$ cat src/logic/status_bank_regs.vh
/*
 * Register map, field positions and codes of the status and identity bank.
 * Assumes a 32-bit AHB-Lite slave port with one register per aligned word.
 */
`ifndef STATUS_BANK_REGS_VH
`define STATUS_BANK_REGS_VH

// Register indices; byte address is four times the index
`define IDX_ERRORS_LOW        12'h126
`define IDX_ERRORS_HIGH       12'h127
`define IDX_REVISION          12'h128
`define IDX_PART_LOW          12'h12a
`define IDX_PART_HIGH         12'h12b
`define IDX_QUEUE_STATUS      12'h12c
`define IDX_SWITCH_STATUS     12'h12d
`define IDX_WIDTH             12
`define IDX_LSB               2

// Lower system error bits
`define BIT_MASTER_FATAL      7
`define BIT_BUF_LOCK          6
`define BIT_BUF_STALL_ERR     5
`define BIT_BUF_STALL_WARN    4
`define BIT_BUF_OVERWRITE     3
`define BIT_BUF_INITIAL       2
`define BIT_SCRATCH_OVF       1
`define BIT_NOTIFY_OVF        0

// Upper system error bits
`define BIT_CLK_FAILSAFE      7
`define BIT_CLK_FALLBACK      6
`define BIT_BRIDGE_TMO        5
`define BIT_CHMEM_TMO         4
`define BIT_DMEM_TMO          3
`define BIT_BRIDGE_PROTO      2
`define BIT_CHMEM_PROTO       1
`define BIT_DMEM_PROTO        0
`define HIGH_LATCH_WIDTH      6

// Queue and switching status fields
`define QUEUE_PAD             5'h00
`define SWITCH_PAD            2'h0
`define STATE_PAUSED          4'h0
`define STATE_STARTED         4'h1

// Bus encodings and reset values
`define HTRANS_NONSEQ         2'h2
`define HSIZE_WORD            3'h2
`define HRESP_OKAY            1'b0
`define BYTE_RESET            8'h00
`define WORD_ZERO             32'h00000000
`define REG_PAD               24'h000000

`endif

$ cat src/logic/status_bank.v
/*
 * Read-only status and identity register bank behind an AHB-Lite slave port.
 * Assumes all event, queue and command inputs come from logic on hclk;
 * event inputs are pulses or levels, flags latch them until read.
 */
`include "status_bank_regs.vh"

// Functional notes
// [RULE_01] Lower bit 7: bus master fatal error
// [RULE_02] Lower bit 6: external buffer lock error
// [RULE_03] Lower bit 5: external buffer stall error
// [RULE_04] Lower bit 4: buffer near-stall warning
// [RULE_05] Lower bit 3: buffer overwrite warning
// [RULE_06] Lower bit 2: buffer initial warning
// [RULE_07] Lower bits 1, 0: scratchpad, event_notice_queue overflow
// [RULE_08] Upper bit 5: bridge discard timer expired
// [RULE_09] Upper bit 4: channel memory discard timeout
// [RULE_10] Upper bit 3: data memory discard timeout
// [RULE_11] Upper bit 2: bridge protocol error
// [RULE_12] Upper bit 1: channel memory protocol error
// [RULE_13] Upper bit 0: data memory protocol error
// [RULE_14] Eight-bit silicon revision register
// [RULE_15] Sixteen-bit part code, low byte first
// [RULE_16] One queue-busy flag per target region
// [RULE_17] Queue status bits 7:3 read zero
// [RULE_18] Bit 5: pause pending until frame
// [RULE_19] Bit 4: start pending until frame
// [RULE_20] Bits 3:0 show paused or started
// [RULE_21] Commands take effect at frame boundary
// [RULE_22] Writes to the bank are ignored
module status_bank #(
   parameter [7:0] REVISION  = 8'h0a,
   parameter [7:0] PART_LOW  = 8'h3c,
   parameter [7:0] PART_HIGH = 8'h5a
) (
   input  wire        hclk,
   input  wire        hresetn,
   input  wire        hsel,
   input  wire [31:0] haddr,
   input  wire [1:0]  htrans,
   input  wire        hwrite,
   input  wire [2:0]  hsize,
   input  wire [31:0] hwdata,
   input  wire        hready,
   output wire        hreadyout,
   output wire        hresp,
   output reg  [31:0] hrdata,
   input  wire        master_fatal_event,
   input  wire        buffer_lock_event,
   input  wire        buffer_stall_error_event,
   input  wire        buffer_stall_warning_event,
   input  wire        buffer_overwrite_event,
   input  wire        buffer_initial_event,
   input  wire        scratchpad_overflow_event,
   input  wire        event_notice_queue_overflow_event,
   input  wire        clock_failsafe_flag,
   input  wire        clock_fallback_flag,
   input  wire        bridge_timeout_event,
   input  wire        channel_mem_timeout_event,
   input  wire        data_mem_timeout_event,
   input  wire        bridge_protocol_event,
   input  wire        channel_mem_protocol_event,
   input  wire        data_mem_protocol_event,
   input  wire        bridge_queue_flag,
   input  wire        channel_mem_queue_flag,
   input  wire        data_mem_queue_flag,
   input  wire        start_cmd,
   input  wire        pause_cmd,
   input  wire        frame_boundary,
   output wire        channel_switching_enabled
);

   // Maps a byte address onto a register index
   function [`IDX_WIDTH-1:0] reg_index;
      input [31:0] addr;
      begin
         reg_index = addr[`IDX_WIDTH+`IDX_LSB-1:`IDX_LSB];
      end
   endfunction

   // True when the address falls on a mapped, word-aligned register
   function is_reg;
      input [31:0] addr;
      input [`IDX_WIDTH-1:0] idx;
      begin
         is_reg = (addr[31:`IDX_WIDTH+`IDX_LSB] == 18'h00000)
                  && (addr[`IDX_LSB-1:0] == 2'h0)
                  && (reg_index(addr) == idx);
      end
   endfunction

   wire [7:0] low_events;
   wire [5:0] high_events;
   wire [7:0] system_errors_low;
   wire [5:0] high_latched;
   wire [7:0] system_errors_high;
   wire [7:0] target_queue_status;
   wire [7:0] channel_switching_status;
   wire       start_pending_flag;
   wire       pause_pending_flag;
   wire [3:0] channel_switching_state;
   wire       read_take;
   wire       clear_low;
   wire       clear_high;
   reg  [7:0] read_byte;
   reg  [31:0] next_hrdata;

   assign low_events[`BIT_MASTER_FATAL]  = master_fatal_event;          // RULE_01
   assign low_events[`BIT_BUF_LOCK]      = buffer_lock_event;           // RULE_02
   assign low_events[`BIT_BUF_STALL_ERR] = buffer_stall_error_event;    // RULE_03
   assign low_events[`BIT_BUF_STALL_WARN] = buffer_stall_warning_event; // RULE_04
   assign low_events[`BIT_BUF_OVERWRITE] = buffer_overwrite_event;      // RULE_05
   assign low_events[`BIT_BUF_INITIAL]   = buffer_initial_event;        // RULE_06
   assign low_events[`BIT_SCRATCH_OVF]   = scratchpad_overflow_event;   // RULE_07
   assign low_events[`BIT_NOTIFY_OVF]    = event_notice_queue_overflow_event; // RULE_07

   assign high_events[`BIT_BRIDGE_TMO]   = bridge_timeout_event;        // RULE_08
   assign high_events[`BIT_CHMEM_TMO]    = channel_mem_timeout_event;   // RULE_09
   assign high_events[`BIT_DMEM_TMO]     = data_mem_timeout_event;      // RULE_10
   assign high_events[`BIT_BRIDGE_PROTO] = bridge_protocol_event;       // RULE_11
   assign high_events[`BIT_CHMEM_PROTO]  = channel_mem_protocol_event;  // RULE_12
   assign high_events[`BIT_DMEM_PROTO]   = data_mem_protocol_event;     // RULE_13

   // Only a word read takes a register; writes never touch the bank
   assign read_take = hsel & hready & (htrans == `HTRANS_NONSEQ)
                      & ~hwrite & (hsize == `HSIZE_WORD); // RULE_22

   // Reading an error register clears it; a late event still sets
   assign clear_low  = read_take & is_reg(haddr, `IDX_ERRORS_LOW);
   assign clear_high = read_take & is_reg(haddr, `IDX_ERRORS_HIGH);

   sticky_flags #(
      .WIDTH (8)
   ) u_low_flags (
      .hclk    (hclk),
      .hresetn (hresetn),
      .events  (low_events),
      .clear   (clear_low),
      .flags   (system_errors_low)
   );

   sticky_flags #(
      .WIDTH (`HIGH_LATCH_WIDTH)
   ) u_high_flags (
      .hclk    (hclk),
      .hresetn (hresetn),
      .events  (high_events),
      .clear   (clear_high),
      .flags   (high_latched)
   );

   // Clock indicators are owned by the clock logic and only mirrored here
   assign system_errors_high = {clock_failsafe_flag, clock_fallback_flag, high_latched};

   switch_control u_switch (
      .hclk                    (hclk),
      .hresetn                 (hresetn),
      .start_cmd               (start_cmd),
      .pause_cmd               (pause_cmd),
      .frame_boundary          (frame_boundary),
      .start_pending_flag      (start_pending_flag),
      .pause_pending_flag      (pause_pending_flag),
      .channel_switching_state (channel_switching_state)
   );

   assign target_queue_status = {`QUEUE_PAD, bridge_queue_flag,
                                 channel_mem_queue_flag, data_mem_queue_flag}; // RULE_16 RULE_17

   assign channel_switching_status = {`SWITCH_PAD, pause_pending_flag,
                                      start_pending_flag, channel_switching_state}; // RULE_20

   assign channel_switching_enabled = (channel_switching_state == `STATE_STARTED);

   // Read multiplexer; unmapped addresses read zero
   always @* begin
      read_byte = `BYTE_RESET;
      if (is_reg(haddr, `IDX_ERRORS_LOW)) begin
         read_byte = system_errors_low;
      end else if (is_reg(haddr, `IDX_ERRORS_HIGH)) begin
         read_byte = system_errors_high;
      end else if (is_reg(haddr, `IDX_REVISION)) begin
         read_byte = REVISION; // RULE_14
      end else if (is_reg(haddr, `IDX_PART_LOW)) begin
         read_byte = PART_LOW; // RULE_15
      end else if (is_reg(haddr, `IDX_PART_HIGH)) begin
         read_byte = PART_HIGH; // RULE_15
      end else if (is_reg(haddr, `IDX_QUEUE_STATUS)) begin
         read_byte = target_queue_status;
      end else if (is_reg(haddr, `IDX_SWITCH_STATUS)) begin
         read_byte = channel_switching_status;
      end
   end

   always @* begin
      next_hrdata = hrdata;
      if (read_take) begin
         next_hrdata = {`REG_PAD, read_byte};
      end
   end

   // Data come from a flop loaded at the address phase, so no wait states
   always @(posedge hclk or negedge hresetn) begin
      if (!hresetn) begin
         hrdata <= `WORD_ZERO;
      end else begin
         hrdata <= next_hrdata;
      end
   end

   // Every transfer completes at once with OKAY; write data are dropped
   assign hreadyout = 1'b1;
   assign hresp     = `HRESP_OKAY;

endmodule

$ cat src/logic/sticky_flags.v
/*
 * Bank of sticky event flags, cleared as a whole by a one-cycle strobe.
 * Assumes events are one-cycle pulses or levels from logic on hclk.
 */
module sticky_flags #(
   parameter WIDTH = 8
) (
   input  wire             hclk,
   input  wire             hresetn,
   input  wire [WIDTH-1:0] events,
   input  wire             clear,
   output reg  [WIDTH-1:0] flags
);

   wire [WIDTH-1:0] next_flags;

   genvar i;
   generate
      for (i = 0; i < WIDTH; i = i + 1) begin : g_flag
         // A set in the clearing cycle survives, so no event is lost
         assign next_flags[i] = events[i] | (flags[i] & ~clear);
      end
   endgenerate

   always @(posedge hclk or negedge hresetn) begin
      if (!hresetn) begin
         flags <= {WIDTH{1'b0}};
      end else begin
         flags <= next_flags;
      end
   end

endmodule

$ cat src/logic/switch_control.v
/*
 * Start and pause of virtual channel switching, applied at frame boundaries.
 * Assumes command and frame strobes are one-cycle pulses on hclk.
 */
`include "status_bank_regs.vh"

module switch_control (
   input  wire       hclk,
   input  wire       hresetn,
   input  wire       start_cmd,
   input  wire       pause_cmd,
   input  wire       frame_boundary,
   output reg        start_pending_flag,
   output reg        pause_pending_flag,
   output reg  [3:0] channel_switching_state
);

   reg       next_start;
   reg       next_pause;
   reg [3:0] next_state;

   always @* begin
      next_start = start_pending_flag;
      next_pause = pause_pending_flag;
      next_state = channel_switching_state;
      // The boundary consumes what was pending before this cycle
      if (frame_boundary) begin // RULE_21
         if (pause_pending_flag) begin
            next_state = `STATE_PAUSED; // RULE_18
         end else if (start_pending_flag) begin
            next_state = `STATE_STARTED;
         end
         next_start = 1'b0;
         next_pause = 1'b0;
      end
      // A new command replaces the opposite one still waiting
      if (start_cmd) begin
         next_start = 1'b1; // RULE_19
         next_pause = 1'b0;
      end else if (pause_cmd) begin
         next_pause = 1'b1; // RULE_18
         next_start = 1'b0;
      end
   end

   always @(posedge hclk or negedge hresetn) begin
      if (!hresetn) begin
         start_pending_flag      <= 1'b0;
         pause_pending_flag      <= 1'b0;
         channel_switching_state <= `STATE_PAUSED;
      end else begin
         start_pending_flag      <= next_start;
         pause_pending_flag      <= next_pause;
         channel_switching_state <= next_state; // RULE_20
      end
   end

endmodule

$ cat config.mk
export PLATFORM = sky130hd
export DESIGN_NAME = status_bank
export DESIGN_NICKNAME = d
export VERILOG_FILES = /design/src/logic/status_bank.v /design/src/logic/sticky_flags.v /design/src/logic/switch_control.v
export VERILOG_INCLUDE_DIRS = /design/src /design/src/logic
export SDC_FILE = /design/constraint.sdc
export NUM_CORES = 1
export LEC_CHECK = 0
export BUFFER_PORTS_ARGS = -buffer_cell sky130_fd_sc_hd__clkbuf_2
export CAP_MARGIN = 20
export CORE_MARGIN = 2
export CORE_UTILIZATION = 38
export CTS_CLUSTER_SIZE = 20
export DETAILED_ROUTE_END_ITERATION = 10
export PLACE_DENSITY = 0.8
export SETUP_SLACK_MARGIN = 0.15
export SLEW_MARGIN = 20
export SYNTH_ARGS = -nofsm -noshare
export SYNTH_HDL_FRONTEND = slang
export SYNTH_SLANG_ARGS = --single-unit
$ cat constraint.sdc
create_clock -name hclk -period 1.3 [get_ports hclk]
set_input_delay 0.13 -clock hclk [delete_from_list [all_inputs] [get_ports hclk]]
set_output_delay 0.13 -clock hclk [all_outputs]
set_load 0.005 [all_outputs]
# Yosys cells after proc, flatten, opt, wreduce, memory -nomap -nowiden
# Index checks and enable logic that the tools add are counted.
# classes
mux	14
bitwise	37
reduce_logical	13
n_eq_ne	10
# op_table
op	n
12-bit by 9-bit == test with 1-bit output (second input constant)	7
7-bit two-way mux	3
1-bit bitwise AND	20
18-bit zero test	1
8-bit two-way mux	2
1-bit bitwise OR	14
6-bit two-way mux	2
1-bit logical AND	8
4-bit two-way mux	2
1-bit two-way mux	5
4-bit by 1-bit == test with 1-bit output (second input constant)	1
3-bit by 2-bit == test with 1-bit output (second input constant)	1
1-bit NOT	3
3-bit nonzero test	1
2-bit == test (second input constant)	1
2-bit zero test	1
2-bit AND reduction	1
2-bit nonzero test	1
# word_totals
reg_bits	28
output_inout_bits	35
elab_cells	80

# Depth between registers and ports, before layout
# Gate-level depths: netlist (run 1).
# logic_depth
word_depth	10
ltp_mapped	6

# Cells and area by module
# From an unflattened synthesis (run 1), not the netlist that was laid out.
# unflattened
hier_cells	165
hier_area_um2	1625.3
# by_module_without_submodules
mod	cells_per_inst	area_each_um2	seq_area_each_um2	instances
status_bank	121	1019.7	200.2	1
sticky_flags (u_low_flags)	17	264.0	200.2	1
sticky_flags (u_high_flags)	13	198.9	150.1	1
switch_control	14	142.6	75.1	1

# Worst setup path after synthesis (run 1)
# Ideal clock, no wire load.
# synth_path
path_type	input to register
start	input port haddr[23]
end	register hrdata[4]
n_path_buf	1
slack_ns	-0.555
setup_time_ns	0.120
required_ns	1.180
arrival_time_ns	1.735
path_stages	5
cell_sequence	or4_1 > or2_1 > or4_4 > buf_6 > o211a_1
# synth_between
elab_chain_len	10
word_cells_on_any_way	16
cone_classes	mux: 7; reduce/logical: 9
# synth_lines
element	line	source
start, declared	status_bank.v:39	input wire [31:0] haddr,
18-bit zero test *	status_bank.v:86	is_reg = (addr[31:`IDX_WIDTH+`IDX_LSB] == 18'h00000)
1-bit logical AND *	status_bank.v:86	
1-bit logical AND	status_bank.v:86	
6-bit two-way mux	status_bank.v:189	end else if (is_reg(haddr, `IDX_SWITCH_STATUS)) begin
6-bit two-way mux	status_bank.v:187	end else if (is_reg(haddr, `IDX_QUEUE_STATUS)) begin
7-bit two-way mux	status_bank.v:185	end else if (is_reg(haddr, `IDX_PART_HIGH)) begin
7-bit two-way mux	status_bank.v:183	end else if (is_reg(haddr, `IDX_PART_LOW)) begin
7-bit two-way mux	status_bank.v:181	end else if (is_reg(haddr, `IDX_REVISION)) begin
8-bit two-way mux	status_bank.v:179	end else if (is_reg(haddr, `IDX_ERRORS_HIGH)) begin
8-bit two-way mux *	status_bank.v:177	if (is_reg(haddr, `IDX_ERRORS_LOW)) begin
end signal, assigned	status_bank.v:204	hrdata <= `WORD_ZERO;
end signal, assigned	status_bank.v:206	hrdata <= next_hrdata;
end, declared	status_bank.v:47	output reg [31:0] hrdata,
# Every way passes the cells marked *; elsewhere a longest branch is shown, timed or not.
# A chain may end at the register's enable or synchronous reset.

# Worst setup path in the final report (run 1)
# layout_path
start	input port haddr[30]
end	register hrdata[4]
# Same word-level chain as after synthesis.

==> results_dict.tcl, run 1 <==
set metrics [dict create \
    power_density_mw_per_mm2 722 \
    syn_to_final_growth_pct 41.2 \
    postSynthAreaPerCell_um2 9.62 \
    dr.pass1.iters 4 \
    holdPathEnd "u_high_flags.flags[2]" \
    required_ns 1.47 \
    dpl_cell_area_mm2 0.00200 \
    finalSetupViolCount 15 \
    status "finished, violations left" \
    cts_max_level 1 \
    min_from "bridge_protocol_event" \
    rsz0062_at_grt "true" \
    nNetsFinal 347 \
    ys.flop_type "dfrtp_1" \
    cts_tree "built" \
    initial_utilization_pct 38.8 \
    setup_ws_ns -0.258 \
    synth_edf_count 0 \
    ant_nets 0 \
    antenna_found_initial 0 \
    drcViolationCount 0 \
    fp-row-count 23 \
    wl_um 4160 \
    max_freq_mhz 642 \
    r2r_slack_ns 0.08 \
    intPower_mw 1.16 \
    synth_seq_cells 25 \
    grt-ovfl-total 0 \
    pwr-share-seq_pct 51.2 \
    reg2regPathDepth 4 \
    clkTransAtPathRegs_ns 0.09 \
    min_path_cells 2 \
    synth_area_leaders "dfrtp_1, buf_4, a21o_1" \
    startpoint_type "input port" \
    die_w_um 67.5 \
    seq_area_frac_synth_pct 40.9 \
    peakVddDrop_v 0.000508 \
    combPwrFrac_pct 19.3 \
    period_needed_ns 1.56 \
    clock-sinks 25 \
    worstMarginPinSlew_ns 0.630 \
    yosysTopAreaCellShare_pct 40.9 \
    min_path_type "input port to register" \
    synth_most_common_cell "buf_4" \
    grt_pass1_wl_um 6200 \
    die-area_mm2 0.00455 \
    post_drt_wl_per_cell_um 13.9 \
    p_sw_share_pct 25.7 \
    leakage_nw 1.01 \
    pin_count 131 \
    synth_cell_types 45 \
    reg2reg_from "u_switch.start_pending_flag" \
    crit_type "input port to register" \
    dp_hpwl_um 3080 \
    drt_iter0_markers 54 \
    clock_latency_ns 0.27 \
    fp.dieH_um 67.5 \
    clkPwrFrac_pct 29.5 \
    clockBufferDepth 2 \
    grt_max_degree 26 \
    async_flop_share_pct 100 \
    cts_setup_buffers 0 \
    root_buffer "clkbuf_8" \
    yosysTopAreaCell "dfrtp_1" \
    drive_gt1_share_pct 47.6 \
    diodes 0 \
    via_count 1470 \
    skew_ns 0.0111 \
    synth_cells 159 \
    synth.yosys.warnings 0 \
    switchingPower_mw 0.401 \
    postLayoutCoreUtil_pct 54.8 \
    timing_hold_violations_final 0 \
    cts_buffers 3 \
    violations "setup timing" \
    grt_pass1_vias 1317 \
    gr-usage-all-layers_pct 18.2 \
    drv_cap 0 \
    finalMaxSlewViolations 0 \
    synth_area_mm2 0.00153 \
    hold-worst-slack_ns 0.0256 \
    ys_top_cells_by_count "buf_4, dfrtp_1, a21o_1, nand2_1, a21oi_1" \
    endpoint_kind "register" \
    arrival_ns 1.73 \
    critical_path.max_fanout 5 \
    reg2reg_to "hrdata[4]" \
    port_buffers 72 \
    fin_crit_sh_pct 120 \
    final_cell_area_mm2 0.00216 \
    routabilityCongestion 0.858 \
    core_mm2 0.00394 \
    maxSlewHeadroom_pct 58.0 \
    post_drt_via_cell_ratio 4.90 \
]
## what timing repair did
action | CTS | global route
endpoints found under the setup margin | 21 | 22
endpoints found under the hold margin | 25 | 0
pin swaps | 8 | 7
hold buffers | 1 | 0
gates cloned | 1 | 0
gates resized for setup | 10 | 9
## layer usage
layer  vias to the layer above  routed length [µm]  share of wire, %  global-route usage, %
li1                        717                   -                 -                      -
met1                       686                1760                42                   23.8
met2                        61                2110                51                   31.1
met3                         6                 252               6.1                   2.67
met4                         0                  35              0.84                   5.61
met5                         -                   0                 0                      0
## logic make-up (layout without fill, tap and decap cells)
family / count (synthesis) / in the layout / synth area share, %
simple gates: 48 / 49 / 20.0
compound gates: 44 / 44 / 20.2
buf+inv: 36 / 102 / 15.8
flops: 25 / 25 / 40.9
mux: 3 / 3 / 2.13
other cells: 2 / 26 / 0.491
xor+xnor: 1 / 1 / 0.572
## sequential cells by signal (all words and copies together) (netlist names)
name                              flops
u_switch.start_pending_flag           1
hrdata                                8
u_switch.pause_pending_flag           1
u_low_flags.flags                     8
u_high_flags.flags                    6
u_switch.channel_switching_state      1
## power by group through the flow
stage	clock network, mW	registers [mW]	logic (mW)
final	0.460	0.798	0.301
after global routing	0.500	0.801	0.336
after CTS	0.461	0.799	0.287
after detailed placement	0	0.814	0.278
after global placement	0	0.814	0.274
after floorplan	0	0.813	0.165
## worst max path at each step
stage | startpoint | to | slack (ns) | depth (start not counted)
finish | haddr[30] | hrdata[4] | -0.26 | 5
global route | haddr[8] | hrdata[4] | -0.28 | 7
CTS | haddr[23] | hrdata[4] | -0.24 | 5
detailed placement | haddr[24] | hrdata[4] | -0.62 | 5
global placement | haddr[24] | hrdata[4] | -0.62 | 5
floorplan | haddr[24] | hrdata[4] | -0.52 | 5
## critical path: stages
cell     delay, ns
buf_6         0.09
or4_4         0.52
or2_4         0.29
or4_4         0.47
o211a_1       0.22
## stage by stage
stage / cells / setup slack (ns) / TNS [ns] / total power, mW
after floorplan: 183 / -0.520 / -7.06 / 0.978
after global placement: 294 / -0.615 / -9.97 / 1.09
after detailed placement: 294 / -0.619 / -10.20 / 1.09
after CTS: 300 / -0.236 / -3.03 / 1.55
after global routing: 300 / -0.278 / -3.64 / 1.64
final: 300 / -0.258 / -3.39 / 1.56
## cells in the final DEF (no fill, tap or decap), types with 2 or more instances in the layout
cell      count
clkbuf_8      3
mux2_2        2
o21ai_0       3
nor2_1        4
nand2_1       9
clkbuf_2     70
a21oi_1       8
o31ai_2       4
dfrtp_1      25
buf_4        20
nor4b_2       3
nor4_2        2
and4_1        2
nand4_1       5
buf_6         4
or4_4         5
nor2b_1       6
conb_1       26
a21o_1       16
inv_1         2
## final cells by class
type / count / area, µm²
fill: 369 / 1780
multi-input combinational: 123 / 860
sequential: 25 / 626
timing repair buffer: 95 / 556
tap: 50 / 62.6
clock buffer: 3 / 41.3
inverter: 3 / 11.3
clock inverter: 1 / 5.00
(Power assumes the default switching activity.)
==> inputs of run 2 (changes only) <==
- CELL_PAD_IN_SITES_DETAIL_PLACEMENT: not set -> 1
- CELL_PAD_IN_SITES_GLOBAL_PLACEMENT: not set -> 1
- CORE_ASPECT_RATIO: not set -> 0.7
- CORE_UTILIZATION: 38 -> 26
- CTS_BUF_LIST: not set -> sky130_fd_sc_hd__clkbuf_8 sky130_fd_sc_hd__clkbuf_16
- PLACE_DENSITY: 0.8 -> 0.81
==> run 2 against run 1 <==
Against the previous run: the run still ends with setup timing left; global-route usage is 2.3 points lower; die area is 43% higher; worst hold slack worse by 0.0069 ns; sequential share of layout area is 1.1 points lower; register-to-register slack worse by 0.03 ns; clock skew is 0.0043 ns lower; combinational power is 8.3% higher; sequential cell count stayed put; critical path type unchanged; largest cell class unchanged; largest power group unchanged.
==> results_dict.tcl, run 2 (synthesized netlist as in run 1, its figures left out) <==
set metrics [dict create \
    drv_cap 0 \
    grt_max_degree 26 \
    holdPathEnd "u_switch.pause_pending_flag" \
    drive_gt1_share_pct 48.4 \
    syn_to_final_growth_pct 46.9 \
    grt_pass1_wl_um 7870 \
    violations "setup timing" \
    min_path_cells 2 \
    clockBufferDepth 2 \
    required_ns 1.46 \
    reg2reg_to "hrdata[4]" \
    crit_chain "buf_6 -> or4_4 -> or2_4 -> or4_4 -> o211a_1" \
    finalMaxSlewViolations 0 \
    maxSlewHeadroom_pct 58.4 \
    antenna_found_initial 0 \
    peakVddDrop_v 0.000407 \
    slowest_stage "or4_4" \
    setup-tns-final_ns -3.29 \
    drcViolationCount 0 \
    worstMarginPinSlew_ns 0.624 \
    pin_count 131 \
    die_w_um 95.7 \
    routabilityCongestion 0.793 \
    diodes 0 \
    post_drt_via_cell_ratio 4.60 \
    max_freq_mhz 639 \
    crit_top_cell "or4_4" \
    dp_cells 320 \
    fp-row-count 23 \
    arrival_ns 1.73 \
    post_drt_wl_per_cell_um 15.4 \
    core_mm2 0.00570 \
    initial_utilization_pct 26.9 \
    clkTransAtPathRegs_ns 0.09 \
    dp_slack_ns -0.642 \
    fp.dieH_um 68.2 \
    fin_crit_sh_pct 120 \
    layout_common_cells "clkbuf_2, conb_1, dfrtp_1" \
    leakage_nw 1.04 \
    min_from "start_cmd" \
    nNetsFinal 349 \
    largestRegisters "hrdata (8), u_low_flags.flags (8), u_high_flags.flags (6)" \
    wl_um 5050 \
    cpPeakStageDelay_ns 0.53 \
    final_common_cell "clkbuf_2" \
    port_buffers 72 \
    rsz0062_at_grt "true" \
    setup_ws_ns -0.265 \
    endpoint_kind "register" \
    crit_family "simple AND/OR/NAND/NOR gates" \
    cts_tree "built" \
    power_density_mw_per_mm2 711 \
    clock_latency_ns 0.27 \
    finalSetupViolCount 15 \
    timing_hold_violations_final 0 \
    dr.pass1.iters 4 \
    via_count 1505 \
    grt_pass1_vias 1599 \
    postLayoutCoreUtil_pct 39.4 \
    skew_ns 0.00679 \
    root_buffer "clkbuf_8" \
    crit_type "input port to register" \
    min_path_type "input port to register" \
    grt-ovfl-total 0 \
    period_needed_ns 1.56 \
    reg2reg_from "u_switch.start_pending_flag" \
    clock-sinks 25 \
    final_cells 327 \
    critPathBufInv 1 \
    status "finished, violations left" \
    drt_iter0_markers 89 \
    cts_buffers 3 \
    ant_nets 0 \
    reg2regPathDepth 4 \
    gr-usage-all-layers_pct 15.9 \
    r2r_slack_ns 0.05 \
    die-area_mm2 0.00652 \
    critical_path.max_fanout 5 \
    dp_hpwl_um 4080 \
    startpoint_type "input port" \
    cts_max_level 1 \
]
run 2: power breakdown:
part | switching (mW) | internal (mW)
registers | 0.00888 | 0.789
clock network | 0.256 | 0.217
logic | 0.164 | 0.162
total | 0.428 | 1.17
run 2: area by class of cell:
cell class / instances / area [µm²]
sequential: 25 / 626
multi-input combinational: 123 / 901
tap: 75 / 93.8
clock buffer: 3 / 41.3
fill: 689 / 3450
timing repair buffer: 97 / 567
clock inverter: 1 / 7.51
inverter: 3 / 11.3
run 2: worst reg2reg max path: stages (launching register included):
cell and delay (ns):
dfrtp_1 0.41, and4b_1 0.19, o21ai_0 0.26, a31oi_1 0.14, o211a_1 0.14
run 2: worst max-delay path by stage:
stage | from | to | slack [ns] | depth (start not counted)
3_3_place_gp | haddr[24] | hrdata[4] | -0.63 | 5
4_1_cts | haddr[23] | hrdata[4] | -0.24 | 5
5_1_grt | haddr[12] | hrdata[4] | -0.27 | 6
3_5_place_dp | haddr[24] | hrdata[4] | -0.64 | 5
6_report | haddr[25] | hrdata[4] | -0.26 | 5
2_1_floorplan | haddr[24] | hrdata[4] | -0.52 | 5
run 2: what timing repair did:
action / in CTS / in global routing
hold buffers: 1 / 0
endpoints found under the hold margin: 25 / 0
cloned: 1 / 0
setup buffers: 0 / 1
endpoints found under the setup margin: 21 / 22
gates resized for setup: 9 / 14
pin swaps: 9 / 10
run 2: routing by layer:
metal  vias to the layer above  GRT usage (%)  routed length [µm]
met1                       726           20.7                2230
li1                        727              -                   -
met5                         -              0                   0
met4                         0           3.21                  74
met3                         8           4.41                 268
met2                        44           26.6                2480
run 2: through the flow:
step / power (mW) / instance area, µm² / hold WS (ns)
after global placement: 1.09 / 2040 / 0.171
after detailed placement: 1.10 / 2040 / 0.175
after floorplan: 0.978 / 1640 / -0.166
final: 1.60 / 2250 / 0.0187
after CTS: 1.59 / 2150 / 0.0160
after global routing: 1.68 / 2250 / 0.0179
==> inputs of run 3 (changes only) <==
- CORE_UTILIZATION: 26 -> 27
- PLACE_DENSITY: 0.81 -> not set
- PLACE_DENSITY_LB_ADDON: not set -> 0.2
- SETUP_SLACK_MARGIN: 0.15 -> 0.2
- SYNTH_HIERARCHICAL: not set -> 1
==> run 3 against run 2 <==
Against the previous run: the flow now finishes without violations; register-to-register slack improved by 0.17 ns; combinational power increased by 7.1%; sequential power is 0.8% lower; clock skew decreased by 0.0012 ns; synthesized cell count up 3.8%; core utilization rose by 1.1 points; worst setup slack gained 0.41 ns; design area rose by 4.0%; largest power group unchanged.
==> results_dict.tcl, run 3 <==
set metrics [dict create \
    status "finished clean" \
    dp_cells 318 \
    synth_cell_types 40 \
    final_cell_area_mm2 0.00234 \
    combPwrFrac_pct 21.2 \
    gr-usage-all-layers_pct 14.1 \
    rsz0062_at_grt "true" \
    grt-ovfl-total 0 \
    switchingPower_mw 0.465 \
    postSynthAreaPerCell_um2 9.85 \
    timing_hold_violations_final 0 \
    synthAdderAreaFrac_pct 0 \
    dp_hpwl_um 3770 \
    root_buffer "clkbuf_8" \
    startpoint_type "input port" \
    initial_utilization_pct 28.2 \
    skew_ns 0.00554 \
    synth_area_mm2 0.00163 \
    seq_area_frac_synth_pct 38.5 \
    peakVddDrop_v 0.000357 \
    max_freq_mhz 864 \
    grt_pass1_vias 1436 \
    clkTransAtPathRegs_ns 0.10 \
    largestRegisters "hrdata (8), u_low_flags/flags (8), u_high_flags/flags (6)" \
    via_count 1453 \
    final_cells 325 \
    yosysTopAreaCellShare_pct 38.5 \
    grt_max_degree 26 \
    finalMaxSlewViolations 0 \
    synth-simple-area-share_pct 21.6 \
    clkPwrFrac_pct 30.7 \
    routabilityCongestion 0.708 \
    syn_to_final_growth_pct 43.7 \
    dp_slack_ns -0.153 \
    drive_gt1_share_pct 50.4 \
    wl_um 4740 \
    layout_common_cells "clkbuf_2, conb_1, dfrtp_1" \
    leakage_nw 1.06 \
    required_ns 1.48 \
    slowest_stage "nor4_4" \
    synth-compound-area-share_pct 19.9 \
    synth_most_common_cell "buf_4" \
    die-area_mm2 0.00667 \
    crit_family "simple AND/OR/NAND/NOR gates" \
    post_drt_via_cell_ratio 4.47 \
    power_density_mw_per_mm2 705 \
    die_w_um 96.7 \
    fp.dieH_um 68.9 \
    ys_top_cells_by_count "buf_4, dfrtp_1, a21o_1, nand2_1, nand2b_1" \
    setup_ws_ns 0.142 \
    drv_cap 0 \
    fp-row-count 23 \
    endpoint_kind "register" \
    async_flop_share_pct 100 \
    final_common_cell "clkbuf_2" \
    critical_path.max_fanout 8 \
    finalSetupViolCount 0 \
    cpPeakStageDelay_ns 0.27 \
    crit_type "input port to register" \
    synth_edf_count 0 \
    synthMuxAreaShare_pct 2.54 \
    cts_buffers 3 \
    post_drt_wl_per_cell_um 14.6 \
    postLayoutCoreUtil_pct 40.6 \
    synth_seq_cells 25 \
    grt_pass1_wl_um 7220 \
    pin_count 131 \
    fin_crit_sh_pct 89.1 \
    antenna_found_initial 0 \
    yosysTopAreaCell "dfrtp_1" \
    critPathBufInv 2 \
    synth_top_family_by_area "simple AND/OR/NAND/NOR gates" \
    p_sw_share_pct 28.2 \
    min_path_type "input port to register" \
    clock_latency_ns 0.28 \
    dpl_cell_area_mm2 0.00208 \
    crit_chain "clkbuf_2 -> nor4_4 -> and4_4 -> nand4_4 -> nor3_2 -> inv_2 -> a21o_1" \
    pwr-share-seq_pct 48.1 \
    synth_area_leaders "dfrtp_1, buf_4, a21o_1" \
    cts_max_level 1 \
    ys.flop_type "dfrtp_1" \
    period_needed_ns 1.16 \
    ant_nets 0 \
    drt_iter0_markers 36 \
    arrival_ns 1.34 \
    drcViolationCount 0 \
    clockBufferDepth 2 \
    synthXorXnorAreaFrac_pct 0 \
    dr.pass1.iters 4 \
    nNetsFinal 347 \
    synth.yosys.warnings 6 \
    intPower_mw 1.18 \
    diodes 0 \
    core_mm2 0.00576 \
    clock-sinks 25 \
    synth_cells 165 \
    cts_tree "built" \
    port_buffers 72 \
]
[run 3: what timing repair did]
item,CTS,global route
hold buffers,1,0
endpoints found under the setup margin,22,23
setup buffers,1,1
resized for setup,10,24
endpoints found under the hold margin,25,0
pin swaps,10,4
[run 3: cell families (layout without fill, tap and decap cells)]
logic type / count (synthesis) / after routing
other: 3 / 29
muxes: 4 / 4
AOI/OAI and AO/OA: 43 / 43
buffers and inverters: 41 / 100
and+or+nand+nor: 49 / 49
DFF: 25 / 25
[run 3: metrics by stage]
step           hold slack [ns]  setup TNS (ns)  power [mW]
6_report                0.0120               0        1.65
5_1_grt               0.000183               0        1.75
4_1_cts                0.00128               0        1.65
3_5_place_dp             0.152           -2.70        1.10
3_3_place_gp             0.147           -3.37        1.09
2_1_floorplan           -0.166               0       0.989
[run 3: final timing paths]
path                                       start                     endpoint  slack [ns]  cells after the start
hold reg to reg            u_high_flags/flags[1]        u_high_flags/flags[1]        0.48                      1
max in group asynchronous                hresetn  u_switch/start_pending_flag        0.66                      3
setup reg to reg            u_low_flags/flags[3]                    hrdata[3]        0.22                      4
min in group asynchronous                hresetn        u_high_flags/flags[3]        0.36                      3
hold / removal                         start_cmd  u_switch/pause_pending_flag        0.01                      2
setup / recovery                       haddr[25]         u_low_flags/flags[0]        0.14                      7
[run 3: power by group through the flow]
stage | combinational [mW] | clock, mW | sequential, mW
after floorplan | 0.183 | 0 | 0.805
after CTS | 0.314 | 0.540 | 0.793
after global placement | 0.286 | 0 | 0.807
after detailed placement | 0.289 | 0 | 0.808
after global routing | 0.385 | 0.571 | 0.795
final | 0.349 | 0.505 | 0.792
[run 3: cell type report]
cell class | instances | area, µm²
sequential | 25 | 626
tap | 75 | 93.8
clock buffer | 3 | 41.3
multi-input combinational | 125 | 1010
clock inverter | 1 | 8.76
inverter | 5 | 18.8
timing repair buffer | 91 | 534
fill | 671 | 3420
[run 3: routing by layer]
metal / share of wire [%] / vias to the layer above / global-route usage (%)
li1: - / 704 / -
met1: 46 / 692 / 19.2
met2: 47 / 48 / 22.4
met3: 5.4 / 9 / 3.73
met4: 1.4 / 0 / 4.05
met5: 0 / - / 0
